## config.mk

```make
export PLATFORM = sky130hd
export DESIGN_NAME = asc_adc_sequencer_control
export DESIGN_NICKNAME = d
export VERILOG_FILES = /design/src/include/asc_pkg.sv /design/src/rtl/asc_adc_sequencer_control.sv
export VERILOG_INCLUDE_DIRS = /design/src /design/src/include
export SDC_FILE = /design/constraint.sdc
export NUM_CORES = 1
export LEC_CHECK = 0
export BUFFER_PORTS_ARGS = -buffer_cell sky130_fd_sc_hd__buf_4
export CAP_MARGIN = 5
export CORE_ASPECT_RATIO = 0.5
export CORE_MARGIN = 2
export CORE_UTILIZATION = 48
export DETAILED_ROUTE_END_ITERATION = 10
export PLACE_DENSITY = 0.77
export SLEW_MARGIN = 20
export SYNTH_ARGS = -nofsm -noshare
export SYNTH_HDL_FRONTEND = slang
export SYNTH_SLANG_ARGS = --single-unit
```

## constraint.sdc

```tcl
create_clock -name aclk -period 2 [get_ports aclk]
set_input_delay 0.5 -clock aclk [delete_from_list [all_inputs] [get_ports aclk]]
set_output_delay 0.5 -clock aclk [all_outputs]
set_load 0.05 [all_outputs]
```

## src/include/asc_map.svh

```systemverilog
// Purpose: register indexes, field positions, reset values of the converter control block
// Assumes: byte address of a register is four times its index
// Notes:   definitions only
`ifndef ASC_MAP_SVH
`define ASC_MAP_SVH

// register indexes
`define ASC_IDX_RESULT_A     16'hFF90
`define ASC_IDX_RESULT_B     16'hFF92
`define ASC_IDX_RESULT_C     16'hFF94
`define ASC_IDX_RESULT_D     16'hFF96
`define ASC_IDX_CTRL_STATUS  16'hFF98
`define ASC_IDX_TRIG_CTRL    16'hFF99
`define ASC_IDX_IRQ_STATUS   16'hFF9A
`define ASC_IDX_IRQ_MASK     16'hFF9B

// control/status fields
`define ASC_CS_END_FLAG      7
`define ASC_CS_IRQ_EN        6
`define ASC_CS_START         5
`define ASC_CS_SCAN          4
`define ASC_CS_CLK_SEL       3
`define ASC_CS_GROUP         2

// trigger control fields
`define ASC_TC_TRG_HI        7
`define ASC_TC_TRG_LO        6
`define ASC_TC_CLK_SEL1      3

// result layout
`define ASC_RES_LSB          6
`define ASC_RES_W            10

// reset values
`define ASC_RST_RESULT       10'h000
`define ASC_RST_CTRL_STATUS  8'h00
`define ASC_RST_TRIG_CTRL    8'h00
`define ASC_RST_IRQ          2'h0

// interrupt status bits
`define ASC_IRQ_CONV_END     0
`define ASC_IRQ_HW_START     1
`define ASC_IRQ_W            2

// bus responses
`define ASC_RESP_OKAY        2'h0
`define ASC_RESP_SLVERR      2'h2

`endif

```

## src/include/asc_pkg.sv

```systemverilog
// Purpose: shared types of the converter control block
// Assumes: nothing beyond the map header
// Notes:   constants live in asc_map.svh
package asc_pkg;

  typedef enum logic [1:0] {
    ASC_TRG_OFF,
    ASC_TRG_TIMER_PULSE,
    ASC_TRG_TIMER8,
    ASC_TRG_PIN
  } asc_trig_sel_t;

  typedef enum {
    ASC_ST_IDLE,
    ASC_ST_CONV
  } asc_seq_state_t;

  typedef logic [1:0] asc_resp_t;

endpackage

```

## src/rtl/asc_adc_sequencer_control.sv

```systemverilog
// Purpose: control, sequencing and result storage of an eight-input two-group converter
// Assumes: analog core takes a one-cycle start pulse and answers with a done pulse plus data
// Notes:   registers reached over AXI4-Lite; byte address is four times the register index
//
// Overview of operation
// RULE1 - four read-only result registers, 10-bit value in bits 15:6, low bits zero
// RULE2 - single mode: start bit converts one channel, cleared by hardware at completion
// RULE3 - scan mode: start bit converts selected channels in a loop until cleared
// RULE4 - scan stops on software zero write, reset, standby or module stop
// RULE5 - conversion-end interrupt requested while flag set and enable bit is one
// RULE6 - end flag only cleared by writing zero; writing one has no effect
// RULE7 - trigger field: 00 off, 01 timer pulse, 10 eight-bit timer, 11 pin
// RULE8 - group bit picks inputs 0-3 or 4-7; low bits pick channel or last
//
// The implementer's own choice: the AXI4-Lite slave port.
`timescale 1ns/1ns
`include "asc_map.svh"

module asc_adc_sequencer_control #(
  parameter int ADDR_W = 18
) (
  input  wire logic                aclk,
  input  wire logic                aresetn,
  input  wire logic                clk_en,
  // register bus
  input  wire logic                awvalid,
  output      logic                awready,
  input  wire logic [ADDR_W-1:0]   awaddr,
  input  wire logic                wvalid,
  output      logic                wready,
  input  wire logic [31:0]         wdata,
  input  wire logic [3:0]          wstrb,
  output      logic                bvalid,
  input  wire logic                bready,
  output      asc_pkg::asc_resp_t  bresp,
  input  wire logic                arvalid,
  output      logic                arready,
  input  wire logic [ADDR_W-1:0]   araddr,
  output      logic                rvalid,
  input  wire logic                rready,
  output      logic [31:0]         rdata,
  output      asc_pkg::asc_resp_t  rresp,
  // analog core
  output      logic                conv_start,
  output      logic [2:0]          conv_channel,
  output      logic                conv_clock_select,
  output      logic                conv_clock_select1,
  input  wire logic                conv_done,
  input  wire logic [9:0]          conv_data,
  // trigger sources and power states
  input  wire logic                timer_pulse_unit_trig,
  input  wire logic                timer8_trig,
  input  wire logic                external_trigger_pin_n,
  input  wire logic                standby_req,
  input  wire logic                module_stop,
  // interrupts
  output      logic                conv_end_irq,
  output      logic                irq
);
  import asc_pkg::*;

  // register fields: control/status, trigger control, results, interrupt status and mask
  logic                      end_flag_ff;
  logic                      irq_en_ff;
  logic                      start_ff;
  logic                      scan_ff;
  logic                      clk_sel_ff;
  logic [2:0]                chan_sel_ff;
  logic [7:0]                trig_ctrl_ff;
  logic [`ASC_RES_W-1:0]     result_ff [4];
  logic [`ASC_IRQ_W-1:0]     irq_status_ff;
  logic [`ASC_IRQ_W-1:0]     irq_mask_ff;

  // sequencer
  asc_seq_state_t            state_ff;
  logic [1:0]                cur_ch_ff;
  logic                      conv_start_ff;
  logic [2:0]                conv_channel_ff;

  // bus slave state
  logic                      aw_hold_ff;
  logic [ADDR_W-1:0]         aw_addr_ff;
  logic                      w_hold_ff;
  logic [31:0]               w_data_ff;
  logic [3:0]                w_strb_ff;
  logic                      bvalid_ff;
  asc_resp_t                 bresp_ff;
  logic                      rvalid_ff;
  logic [31:0]               rdata_ff;
  asc_resp_t                 rresp_ff;

  // pin synchroniser
  logic                      pin_s1_ff;
  logic                      pin_s2_ff;
  logic                      pin_s3_ff;
  logic                      pin_lvl_ff;

  // register index from a byte address
  function automatic logic [15:0] reg_index(input logic [ADDR_W-1:0] addr);
    reg_index = 16'(addr[ADDR_W-1:2]);
  endfunction

  // true when the index names a register of this block
  function automatic logic is_mapped(input logic [15:0] idx);
    if (idx == `ASC_IDX_RESULT_A || idx == `ASC_IDX_RESULT_B) begin
      is_mapped = 1'b1;
    end else if (idx == `ASC_IDX_RESULT_C || idx == `ASC_IDX_RESULT_D) begin
      is_mapped = 1'b1;
    end else if (idx == `ASC_IDX_CTRL_STATUS || idx == `ASC_IDX_TRIG_CTRL) begin
      is_mapped = 1'b1;
    end else if (idx == `ASC_IDX_IRQ_STATUS || idx == `ASC_IDX_IRQ_MASK) begin
      is_mapped = 1'b1;
    end else begin
      is_mapped = 1'b0;
    end
  endfunction

  // handshakes: ready only while the slot is free and the clock is enabled
  assign awready = clk_en & ~aw_hold_ff & ~bvalid_ff;
  assign wready  = clk_en & ~w_hold_ff & ~bvalid_ff;
  assign arready = clk_en & ~rvalid_ff;
  assign bvalid  = bvalid_ff;
  assign bresp   = bresp_ff;
  assign rvalid  = rvalid_ff;
  assign rdata   = rdata_ff;
  assign rresp   = rresp_ff;

  // write commits once both address and data are held
  logic        do_write;
  logic [15:0] wr_idx;
  logic        wr_lane0;
  assign do_write = clk_en & aw_hold_ff & w_hold_ff & ~bvalid_ff;
  assign wr_idx   = reg_index(aw_addr_ff);
  assign wr_lane0 = do_write & w_strb_ff[0];

  logic wr_cs;
  logic wr_tc;
  logic wr_is;
  logic wr_im;
  assign wr_cs = wr_lane0 & (wr_idx == `ASC_IDX_CTRL_STATUS);
  assign wr_tc = wr_lane0 & (wr_idx == `ASC_IDX_TRIG_CTRL);
  assign wr_is = wr_lane0 & (wr_idx == `ASC_IDX_IRQ_STATUS);
  assign wr_im = wr_lane0 & (wr_idx == `ASC_IDX_IRQ_MASK);

  // address and data channels, taken in either order
  always_ff @(posedge aclk) begin
    if (!aresetn) begin
      aw_hold_ff <= 1'b0;
      aw_addr_ff <= '0;
      w_hold_ff  <= 1'b0;
      w_data_ff  <= 32'h0000_0000;
      w_strb_ff  <= 4'h0;
    end else if (clk_en) begin
      if (awvalid && awready) begin
        aw_hold_ff <= 1'b1;
        aw_addr_ff <= awaddr;
      end else if (do_write) begin
        aw_hold_ff <= 1'b0;
      end
      if (wvalid && wready) begin
        w_hold_ff <= 1'b1;
        w_data_ff <= wdata;
        w_strb_ff <= wstrb;
      end else if (do_write) begin
        w_hold_ff <= 1'b0;
      end
    end
  end

  // write response; read-only and unmapped targets answered without side effect
  always_ff @(posedge aclk) begin
    if (!aresetn) begin
      bvalid_ff <= 1'b0;
      bresp_ff  <= `ASC_RESP_OKAY;
    end else if (clk_en) begin
      if (do_write) begin
        bvalid_ff <= 1'b1;
        bresp_ff  <= is_mapped(wr_idx) ? `ASC_RESP_OKAY : `ASC_RESP_SLVERR;
      end else if (bready) begin
        bvalid_ff <= 1'b0;
      end
    end
  end

  // read data mux
  function automatic logic [31:0] read_value(input logic [15:0] idx);
    if (idx == `ASC_IDX_RESULT_A) begin
      read_value = {16'h0000, result_ff[0], 6'h00}; // RULE1
    end else if (idx == `ASC_IDX_RESULT_B) begin
      read_value = {16'h0000, result_ff[1], 6'h00}; // RULE1
    end else if (idx == `ASC_IDX_RESULT_C) begin
      read_value = {16'h0000, result_ff[2], 6'h00}; // RULE1
    end else if (idx == `ASC_IDX_RESULT_D) begin
      read_value = {16'h0000, result_ff[3], 6'h00}; // RULE1
    end else if (idx == `ASC_IDX_CTRL_STATUS) begin
      read_value = {24'h000000, end_flag_ff, irq_en_ff, start_ff, scan_ff,
                    clk_sel_ff, chan_sel_ff};
    end else if (idx == `ASC_IDX_TRIG_CTRL) begin
      read_value = {24'h000000, trig_ctrl_ff};
    end else if (idx == `ASC_IDX_IRQ_STATUS) begin
      read_value = {30'h0000_0000, irq_status_ff};
    end else if (idx == `ASC_IDX_IRQ_MASK) begin
      read_value = {30'h0000_0000, irq_mask_ff};
    end else begin
      read_value = 32'h0000_0000;
    end
  endfunction

  // read channel: one cycle from address to data
  always_ff @(posedge aclk) begin
    if (!aresetn) begin
      rvalid_ff <= 1'b0;
      rdata_ff  <= 32'h0000_0000;
      rresp_ff  <= `ASC_RESP_OKAY;
    end else if (clk_en) begin
      if (arvalid && arready) begin
        rvalid_ff <= 1'b1;
        rdata_ff  <= read_value(reg_index(araddr));
        rresp_ff  <= is_mapped(reg_index(araddr)) ? `ASC_RESP_OKAY : `ASC_RESP_SLVERR;
      end else if (rready) begin
        rvalid_ff <= 1'b0;
      end
    end
  end

  // trigger pin: three stages, level accepted once stages two and three agree
  always_ff @(posedge aclk) begin
    if (!aresetn) begin
      pin_s1_ff  <= 1'b1;
      pin_s2_ff  <= 1'b1;
      pin_s3_ff  <= 1'b1;
      pin_lvl_ff <= 1'b1;
    end else if (clk_en) begin
      pin_s1_ff <= external_trigger_pin_n;
      pin_s2_ff <= pin_s1_ff;
      pin_s3_ff <= pin_s2_ff;
      if (pin_s2_ff == pin_s3_ff) begin
        pin_lvl_ff <= pin_s3_ff;
      end
    end
  end

  // hardware start request from the selected source
  logic          pin_fall;
  logic          hw_trig;
  asc_trig_sel_t trig_sel;
  assign pin_fall = pin_lvl_ff & ~pin_s3_ff & (pin_s2_ff == pin_s3_ff);
  assign trig_sel = asc_trig_sel_t'({trig_ctrl_ff[`ASC_TC_TRG_HI], trig_ctrl_ff[`ASC_TC_TRG_LO]});
  always_comb begin
    case (trig_sel) // RULE7
      ASC_TRG_TIMER_PULSE: hw_trig = timer_pulse_unit_trig;
      ASC_TRG_TIMER8:      hw_trig = timer8_trig;
      ASC_TRG_PIN:         hw_trig = pin_fall;
      default:             hw_trig = 1'b0;
    endcase
  end

  // sequencer events
  logic stop_cond;
  logic done_take;
  logic last_ch;
  logic single_end;
  logic pass_end;
  logic trig_start;
  assign stop_cond  = standby_req | module_stop; // RULE4
  assign done_take  = (state_ff == ASC_ST_CONV) & conv_done & start_ff;
  assign last_ch    = (cur_ch_ff == chan_sel_ff[1:0]);
  assign single_end = done_take & ~scan_ff; // RULE2
  assign pass_end   = done_take & scan_ff & last_ch; // RULE3
  assign trig_start = hw_trig & ~start_ff & ~stop_cond;

  // start bit: stop states beat software, software beats hardware clear
  always_ff @(posedge aclk) begin
    if (!aresetn) begin
      start_ff <= 1'b0;
    end else if (clk_en) begin
      if (stop_cond) begin
        start_ff <= 1'b0; // RULE4
      end else if (wr_cs) begin
        start_ff <= w_data_ff[`ASC_CS_START]; // RULE4
      end else if (single_end) begin
        start_ff <= 1'b0; // RULE2
      end else if (trig_start) begin
        start_ff <= 1'b1; // RULE7
      end
    end
  end

  // plain read/write control fields
  always_ff @(posedge aclk) begin
    if (!aresetn) begin
      irq_en_ff    <= 1'(`ASC_RST_CTRL_STATUS >> `ASC_CS_IRQ_EN);
      scan_ff      <= 1'b0;
      clk_sel_ff   <= 1'b0;
      chan_sel_ff  <= 3'h0;
      trig_ctrl_ff <= `ASC_RST_TRIG_CTRL;
    end else if (clk_en) begin
      if (wr_cs) begin
        irq_en_ff   <= w_data_ff[`ASC_CS_IRQ_EN];
        scan_ff     <= w_data_ff[`ASC_CS_SCAN];
        clk_sel_ff  <= w_data_ff[`ASC_CS_CLK_SEL];
        chan_sel_ff <= w_data_ff[`ASC_CS_GROUP:0];
      end
      if (wr_tc) begin
        trig_ctrl_ff <= w_data_ff[7:0];
      end
    end
  end

  // end flag: set wins over a clearing write, a written one is ignored
  always_ff @(posedge aclk) begin
    if (!aresetn) begin
      end_flag_ff <= 1'b0;
    end else if (clk_en) begin
      if (single_end || pass_end) begin
        end_flag_ff <= 1'b1;
      end else if (wr_cs && !w_data_ff[`ASC_CS_END_FLAG]) begin
        end_flag_ff <= 1'b0; // RULE6
      end
    end
  end

  // conversion sequencer; abandons an in-flight conversion once the start bit drops
  always_ff @(posedge aclk) begin
    if (!aresetn) begin
      state_ff        <= ASC_ST_IDLE;
      cur_ch_ff       <= 2'h0;
      conv_start_ff   <= 1'b0;
      conv_channel_ff <= 3'h0;
    end else if (clk_en) begin
      conv_start_ff <= 1'b0;
      case (state_ff)
        ASC_ST_IDLE: begin
          if (start_ff && !stop_cond) begin
            // scan begins at the group's first input, single uses the chosen one
            cur_ch_ff       <= scan_ff ? 2'h0 : chan_sel_ff[1:0]; // RULE8
            conv_channel_ff <= {chan_sel_ff[2], scan_ff ? 2'h0 : chan_sel_ff[1:0]}; // RULE8
            conv_start_ff   <= 1'b1;
            state_ff        <= ASC_ST_CONV;
          end
        end
        ASC_ST_CONV: begin
          if (!start_ff) begin
            state_ff <= ASC_ST_IDLE; // RULE3
          end else if (conv_done) begin
            if (!scan_ff) begin
              state_ff <= ASC_ST_IDLE; // RULE2
            end else begin
              // wrap after the last selected input and keep going
              cur_ch_ff       <= last_ch ? 2'h0 : cur_ch_ff + 2'h1; // RULE3
              conv_channel_ff <= {chan_sel_ff[2], last_ch ? 2'h0 : cur_ch_ff + 2'h1}; // RULE8
              conv_start_ff   <= 1'b1;
            end
          end
        end
        default: state_ff <= ASC_ST_IDLE;
      endcase
    end
  end

  // results land in the register paired with the input's position in its group
  always_ff @(posedge aclk) begin
    if (!aresetn) begin
      for (int i = 0; i < 4; i++) begin
        result_ff[i] <= `ASC_RST_RESULT; // RULE1
      end
    end else if (clk_en && done_take) begin
      result_ff[cur_ch_ff] <= conv_data; // RULE8
    end
  end

  // sticky event bits, write one to clear, a new event wins
  logic [`ASC_IRQ_W-1:0] irq_set;
  assign irq_set = {trig_start, single_end | pass_end};
  always_ff @(posedge aclk) begin
    if (!aresetn) begin
      irq_status_ff <= `ASC_RST_IRQ;
      irq_mask_ff   <= `ASC_RST_IRQ;
    end else if (clk_en) begin
      irq_status_ff <= irq_set | (irq_status_ff & ~(wr_is ? w_data_ff[1:0] : 2'h0));
      if (wr_im) begin
        irq_mask_ff <= w_data_ff[1:0];
      end
    end
  end

  // analog-side and interrupt outputs
  assign conv_start         = conv_start_ff;
  assign conv_channel       = conv_channel_ff;
  assign conv_clock_select  = clk_sel_ff;
  assign conv_clock_select1 = trig_ctrl_ff[`ASC_TC_CLK_SEL1];
  assign conv_end_irq       = end_flag_ff & irq_en_ff; // RULE5
  assign irq                = |(irq_status_ff & irq_mask_ff);

endmodule

```

# Word level (Yosys, flattened, before mapping)
# Memories as Yosys holds them, arrays and structs flattened.
# Index checks and enable logic that the tools add are counted.
# word_totals
wordCells	206
regBits	129
in_bits	96
mem_count	1
out_inout_bits	49
mem_bits_rw	40
# op_classes
addsub	1
n_eq_ne	29
bitwise_logic	37
reduce_logical	43
mux	68
# mem_list
memory	depth	word_bits	read_ports	rd_ports_with_merged_regs	wr	line_no	source
result_ff	4	10	4	0	4	asc_adc_sequencer_control.sv:70	logic [`ASC_RES_W-1:0] result_ff [4];
# op_table
cell	count
$eq 16x16->1 const B	16
$mux 32	4
$mux 16	4
$pmux 32 s2	1
$mux 1	36
$eq 32x1->1 const B	1
$eq 32x2->1 const B	1
$logic_not 32->1	1
$reduce_and 2->1	14
$mux 2	12
$and 1x1->1	23
$mux 8	2
$mux 3	4
$reduce_bool 2->1	6
$mux 10	1
$reduce_or 10->1	1
$logic_or 1x1->1	9
$ne 2x2->1 const B	4
$not 1->1	8
$logic_and 1x1->1	6
$ne 3x3->1 const B	2
$pmux 3 s2	1
$reduce_and 6->1	1
$and 2x2->2	2
15 further kinds	18

# Longest topological paths before layout
# Gate-level depths: netlist of the first run.
# logic_depth
ltp_word	10
depth_mapped	6
mapped_depth_nobuf	4

# Worst setup path after synthesis of the first run
# No wires, ideal clock.
# synth_path
path_kind	flip-flop to flip-flop
startpoint	register bvalid_ff (netlist: bvalid)
endpoint	register aw_addr_ff[7]
setup_time_ns	0.132
period_less_slack_ns	2.747
n_path_buf	1
path_stages_with_launch	6
required_time_ns	1.868
t_arrival_ns	2.615
slack_ns	-0.747
path_cell_list	dfxtp_1 > nor3b_1 > nand2_1 > clkbuf_1 > nand2_1 > a21oi_1
# synth_via
elab_chain_cells	4
# synth_lines
item	line_no	source
start, declared	asc_adc_sequencer_control.sv:86	logic bvalid_ff;
start signal, assigned	asc_adc_sequencer_control.sv:173	bvalid_ff <= 1'b0;
start signal, assigned	asc_adc_sequencer_control.sv:177	bvalid_ff <= 1'b1;
start signal, assigned	asc_adc_sequencer_control.sv:180	bvalid_ff <= 1'b0;
$not 1->1	asc_adc_sequencer_control.sv:119	assign awready = clk_en & ~aw_hold_ff & ~bvalid_ff;
$and 1x1->1	asc_adc_sequencer_control.sv:119	
net awready	asc_adc_sequencer_control.sv:27	output logic awready,
$logic_and 1x1->1	asc_adc_sequencer_control.sv:154	if (awvalid && awready) begin
$reduce_and 2->1 (no line)	-	
end signal, assigned	asc_adc_sequencer_control.sv:156	aw_addr_ff <= awaddr;
end, declared	asc_adc_sequencer_control.sv:82	logic [ADDR_W-1:0] aw_addr_ff;
# The timed path passes the listed nets, and every way through them passes these cells.
# A chain may end at the register's enable or synchronous reset.

# Worst setup path in the final report of the first run
# layout_path
startpoint	register bvalid_ff (netlist: bvalid)
endpoint	output wready
# layout_via
elab_chain_cells	2
# layout_lines
item	line_no	source
$not 1->1	asc_adc_sequencer_control.sv:120	assign wready = clk_en & ~w_hold_ff & ~bvalid_ff;
$and 1x1->1	asc_adc_sequencer_control.sv:120	
end, declared	asc_adc_sequencer_control.sv:30	output logic wready,
# No other way between the ends.

==> results of run 1 <==
==> metrics by stage <==
| step | total power [uW] | worst slack (ns) | hold slack (ns) | std cells | util |
|---|---|---|---|---|---|
| after global routing | 6073 | 0.1225 | 0.3118 | 872 | 0.6359 |
| after detailed placement | 3148 | -0.04003 | 0.4505 | 840 | 0.5863 |
| after CTS | 5901 | 0.1661 | 0.2931 | 872 | 0.6359 |
| after floorplan | 2956 | -0.07283 | 0.4395 | 615 | - |
| after global placement | 3138 | -0.009156 | 0.4456 | 840 | 0.5863 |
| final | 5890 | 0.2007 | 0.3077 | 872 | 0.6359 |
==> area by class of cell <==
class | count | area (um2)
timing repair buffer | 136 | 1021
tap | 145 | 181.4
clock buffer | 28 | 528.0
clock inverter | 4 | 20.02
inverter | 17 | 63.81
multi-input combinational | 426 | 2487
fill | 935 | 4023
sequential | 116 | 2723
==> registers in the layout, indices dropped and copies added, names as in the netlist, 2 cells and up <==
name,count
conv_channel,2
rdata,16
w_data_ff,8
result_ff,40
chan_sel_ff,3
aw_addr_ff,16
irq_mask_ff,2
trig_ctrl_ff,8
irq_status_ff,2
==> routing by layer <==
| layer | GRT usage | vias up |
|---|---|---|
| met5 | 0 | - |
| met4 | 0.1148 | 0 |
| met3 | 0.06243 | 31 |
| met2 | 0.3867 | 199 |
| met1 | 0.2965 | 2267 |
| li1 | - | 2356 |
==> path summary, 6_finish.rpt <==
path	to	slack [ns]
worst max-delay path	wready	0.20
worst min-delay path	pin_s1_ff	0.31
worst max register to register	irq_en_ff	0.33
worst min register to register	rdata[0]	0.45
==> kinds of logic after synthesis <==
family / Yosys count / share of synthesized area
mux: 13 / 0.02422
buf+inv: 73 / 0.06536
xor+xnor: 2 / 0.003200
compound gates: 155 / 0.1725
simple gates: 238 / 0.2367
other cells: 1 / 0.0006849
flops: 116 / 0.4973
==> power by group through the flow <==
stage               Clock [uW]  Sequential, uW  Combinational, uW
finish                    2780            2560                552
global route              2920            2560                591
CTS                       2800            2560                550
detailed placement           0            2600                546
global placement             0            2600                539
floorplan                    0            2630                322
==> critical path, delay by kind of cell (launching register included) <==
kind	cells	cell delay, ns
buf+inv	1	0.24
flops	1	0.38
simple gates	1	0.27
==> placed cells by master, fill, tap and decap left out, types with 4 or more instances in the layout <==
| cell type | instances |
|---|---|
| nand2_1 | 82 |
| clkbuf_16 | 18 |
| conb_1 | 18 |
| mux2i_1 | 11 |
| nor2_1 | 50 |
| or3_1 | 7 |
| dfxtp_1 | 76 |
| o21a_1 | 6 |
| edfxtp_1 | 40 |
| nand3_1 | 18 |
| nand4b_1 | 7 |
| a31oi_1 | 4 |
| a32oi_1 | 13 |
| o21ai_0 | 35 |
| clkinv_2 | 4 |
| and4b_1 | 4 |
| clkbuf_1 | 6 |
| nand4_1 | 5 |
| nor3_1 | 9 |
| clkbuf_8 | 4 |
| buf_4 | 136 |
| a21oi_1 | 65 |
| nor3b_1 | 6 |
| inv_1 | 16 |
| nand2b_1 | 16 |
| a211oi_1 | 7 |
==> flow_metrics.tcl, run 1 <==
set metrics [dict create \
    synth_edf_count 40 \
    syn_avg_cell_area_um2 9.156 \
    design_area_mm2 0.007024 \
    drv_slew 0 \
    die_w_um 155.0 \
    synthArstFlopShare 0 \
    ys_types 61 \
    worstHoldStart "external_trigger_pin_n" \
    grt-ovfl-total 0 \
    antenna_found_initial 0 \
    post-route-min-period_ns 1.799 \
    setup-tns-final_ns 0 \
    max_stage_delay_ns 0.38 \
    dpl_cell_area_mm2 0.006476 \
    seq_area_frac_synth 0.4973 \
    leakagePower_uw 0.002802 \
    synth_warnings 0 \
    startpoint "bvalid" \
    end_kind "primary output" \
    start_util 0.4956 \
    clk_pin_slew_ns 0.05 \
    sequentialPowerShare 0.434 \
    crit_type "register to primary output" \
    drv_cap 0 \
    netlist_top_cells_count "nand2_1, dfxtp_1, a21oi_1, nor2_1, edfxtp_1" \
    cts_tree "done" \
    wl_met3_um 1003 \
    power_frac_comb 0.094 \
    dp_hpwl_um 9887 \
    clock-skew-final_ns 0.007601 \
    final_nets 810 \
    slew_headroom 0.6165 \
    tightest_slew_ns 0.5753 \
    grt_max_degree 56 \
    rsz0062_at_grt "no" \
    status "finished clean" \
    drt-met1-wl_um 6121 \
    worstRegToRegCells 4 \
    gp_congestion 0.8445 \
    synth_top_area_frac 0.2779 \
    netlist_instances 598 \
    synthFlopType "dfxtp_1" \
    grt_pass1_vias 4556 \
    cp_slowest_cell "dfxtp_1" \
    power.density_mw_per_mm2 838.5 \
    port_buffers 95 \
    finalSetupViolations 0 \
    yosysMostFrequentCell "nand2_1" \
    synth.cell_area_mm2 0.005475 \
    highest_layer "met4" \
    rows 27 \
    clock_sink_count 116 \
    power_frac_clock 0.472 \
    num_vias 4853 \
    diodes 0 \
    root_buffer "clkbuf_16" \
    cp.arrival_ns 1.30 \
    post_cts_resized 0 \
    cp_cell_sequence "nor3b_2 -> buf_4" \
    totalWireLength_um 14200 \
    grt_pass1_wl_um 22430 \
    drc 0 \
    dr_wl_met2_um 6740 \
    clk_latency_ns 0.42 \
    reg2reg_from "bvalid" \
    die_h_um 79.52 \
    max_freq_mhz 555.8 \
    syn2layout_area_growth_pct 28.29 \
    yosys.area.top_type "dfxtp_1" \
    dieArea_mm2 0.01233 \
    first_pass_iters 5 \
    postCtsSetupBuffers 0 \
    switching_share 0.2376 \
    grt_use_total 0.2372 \
    max-vdd-ir-drop_mv 0.5698 \
    synthTopCellsByArea "dfxtp_1, edfxtp_1, a21oi_1" \
    antenna_left 0 \
    switching_power_uw 1400 \
    cp-start-kind "register" \
    drtIter0Drc 529 \
    whs_path_depth 3 \
    ios 145 \
    vias_per_cell 5.565 \
    hp-class "primary input to register" \
    finalCritPeriodShare 0.8996 \
    ys_ff_latch 116 \
    cts-htree-levels 4 \
    cts_buffers 17 \
    finalHoldViolations 0 \
    critPathRequiredTime_ns 1.50 \
    wl_per_cell_um 16.28 \
    crit_fanout 6 \
    core_area_mm2 0.01105 \
    drive_gt1_frac 0.2476 \
    internal_power_uw 4491 \
    clock_tree.buffer_depth 2 \
    cts_hold_buf 0 \
]
Power figures use the tool's default switching activity.
==> run 2: changes to the inputs <==
ABC_CLOCK_PERIOD_IN_PS = 2000   (was unset)
CORE_MARGIN = 3   (was 2)
REMOVE_ABC_BUFFERS = 1   (was unset)
==> flow_metrics.tcl, run 2 (synthesis results as in run 1) <==
set metrics [dict create \
    leakagePower_uw 0.002784 \
    crit_type "register to primary output" \
    max_stage_delay_ns 0.39 \
    clock_tree.buffer_depth 2 \
    final_util 0.6566 \
    fillers 848 \
    drv_slew 0 \
    cp_num_buf_inv 1 \
    cts-htree-levels 4 \
    dp_slack_ns -0.02963 \
    die_h_um 81.52 \
    grt_pass1_vias 4772 \
    regArea_mm2 0.002723 \
    antenna_left 0 \
    antenna_found_initial 0 \
    final_nets 809 \
    start_util 0.5147 \
    wl_per_cell_um 16.93 \
    worstRegToRegCells 4 \
    regMostFlops "result_ff" \
    die_w_um 157.0 \
    worstHoldStart "external_trigger_pin_n" \
    clock_sink_count 116 \
    critPathRequiredTime_ns 1.50 \
    hold_path_end "pin_s1_ff" \
    drc 0 \
    dieArea_mm2 0.01280 \
    cts_tree "done" \
    drive_gt1_frac 0.2452 \
    first_pass_iters 5 \
    post-route-min-period_ns 1.866 \
    whs_path_depth 3 \
    num_vias 4897 \
    vias_per_cell 5.655 \
    drtIter0Drc 475 \
    crit_fanout 6 \
    reg2reg_from "bvalid" \
    grt_max_degree 56 \
    hp-class "primary input to register" \
    totalWireLength_um 14660 \
    cp_cell_sequence "nor3b_2 -> buf_4" \
    clock-skew-final_ns 0.005983 \
    slew_headroom 0.6198 \
    finalCritPeriodShare 0.9331 \
    setup_ws_ns 0.1337 \
    layout_common_cells "buf_4, nand2_1, dfxtp_1" \
    layout.cells.most_common "buf_4" \
    drv_cap 0 \
    core_area_mm2 0.01064 \
    largest_reg_flops 40 \
    grt_use_total 0.2332 \
    crit_family "flip-flops" \
    grt_pass1_wl_um 23190 \
    rows 26 \
    port_buffers 95 \
    dp_hpwl_um 9964 \
    tightest_slew_ns 0.5704 \
    rsz0062_at_grt "no" \
    clk_pin_slew_ns 0.05 \
    end_kind "primary output" \
    max-vdd-ir-drop_mv 0.5022 \
    cts_buffers 17 \
    cp.arrival_ns 1.37 \
    cp_slowest_cell "dfxtp_1" \
    clk_latency_ns 0.41 \
    finalHoldViolations 0 \
    max_freq_mhz 535.8 \
    gp_congestion 0.8023 \
    rr_endpoint "chan_sel_ff[0]" \
    cts_hold_buf 0 \
    root_buffer "clkbuf_16" \
    rrSetupSlack_ns 0.32 \
    finalSetupViolations 0 \
    grt-ovfl-total 0 \
    ios 145 \
    syn2layout_area_growth_pct 27.56 \
    multiInputGateArea_mm2 0.002474 \
    power.density_mw_per_mm2 841.1 \
    cp-start-kind "register" \
    diodes 0 \
    status "finished clean" \
]
==> run 2: cell count changes in the layout (fill, tap and decap cells not counted), moves of 2 or more <==
cell        delta
clkbuf_1       -4
clkbuf_8       -3
clkinv_1       +4
clkinvlp_4     +2
==> run 2: layout make-up <==
class                           count  share of cell area
Timing Repair Buffer              135              0.1451
Clock inverter                     12             0.01272
Tap cell                          140             0.02508
Clock buffer                       20             0.06396
Sequential cell                   116              0.3898
Multi-Input combinational cell    426              0.3542
Inverter                           17            0.009137
==> run 2: worst min-delay path, stage by stage <==
cell     delay, ns
buf_4         0.08
mux2i_1       0.05
nand2_1       0.06
==> run 2: power breakdown <==
part / internal, uW / total [uW] / switching (uW)
logic: 203 / 552 / 349
clock network: 1710 / 2770 / 1060
registers: 2510 / 2550 / 48.1
total: 4420 / 5870 / 1450
==> run 2: metal layers <==
metal  share of wire  vias up  global-route usage  routed length (um)
li1                -     2355                   -                   -
met1            0.42     2280              0.2926                6166
met2            0.48      224              0.3910                6977
met3           0.082       38             0.05211                1205
met4           0.021        0              0.1065                 310
met5               0        -                   0                   0
==> run 2: per-stage QoR <==
step | power [uW] | area (um2) | std cells | hold slack, ns | setup TNS [ns]
final | 5875 | 6984 | 866 | 0.3105 | 0
after global routing | 6043 | 6984 | 866 | 0.3373 | 0
after CTS | 5889 | 6979 | 866 | 0.3009 | 0
after detailed placement | 3148 | 6439 | 834 | 0.4621 | -0.08461
after global placement | 3137 | 6439 | 834 | 0.4521 | -0.006397
after floorplan | 2885 | 5245 | 559 | 0.4395 | -34.49
==> run 2: worst max path at each step <==
stage | startpoint | end | slack (ns) | cells after the start
finish | bvalid | wready | 0.13 | 2
global route | bvalid | wready | 0.06 | 2
CTS | bvalid | awready | 0.007 | 2
detailed placement | araddr[4] | rdata[10] | -0.03 | 5
global placement | araddr[4] | rdata[6] | -0.006 | 5
floorplan | bvalid | aw_addr_ff[10] | -0.82 | 4
==> run 2: repair_timing <==
action	CTS	global route
endpoints found under the setup margin	1	1
cloned	0	0
setup buffers	0	0
resized for setup	1	1
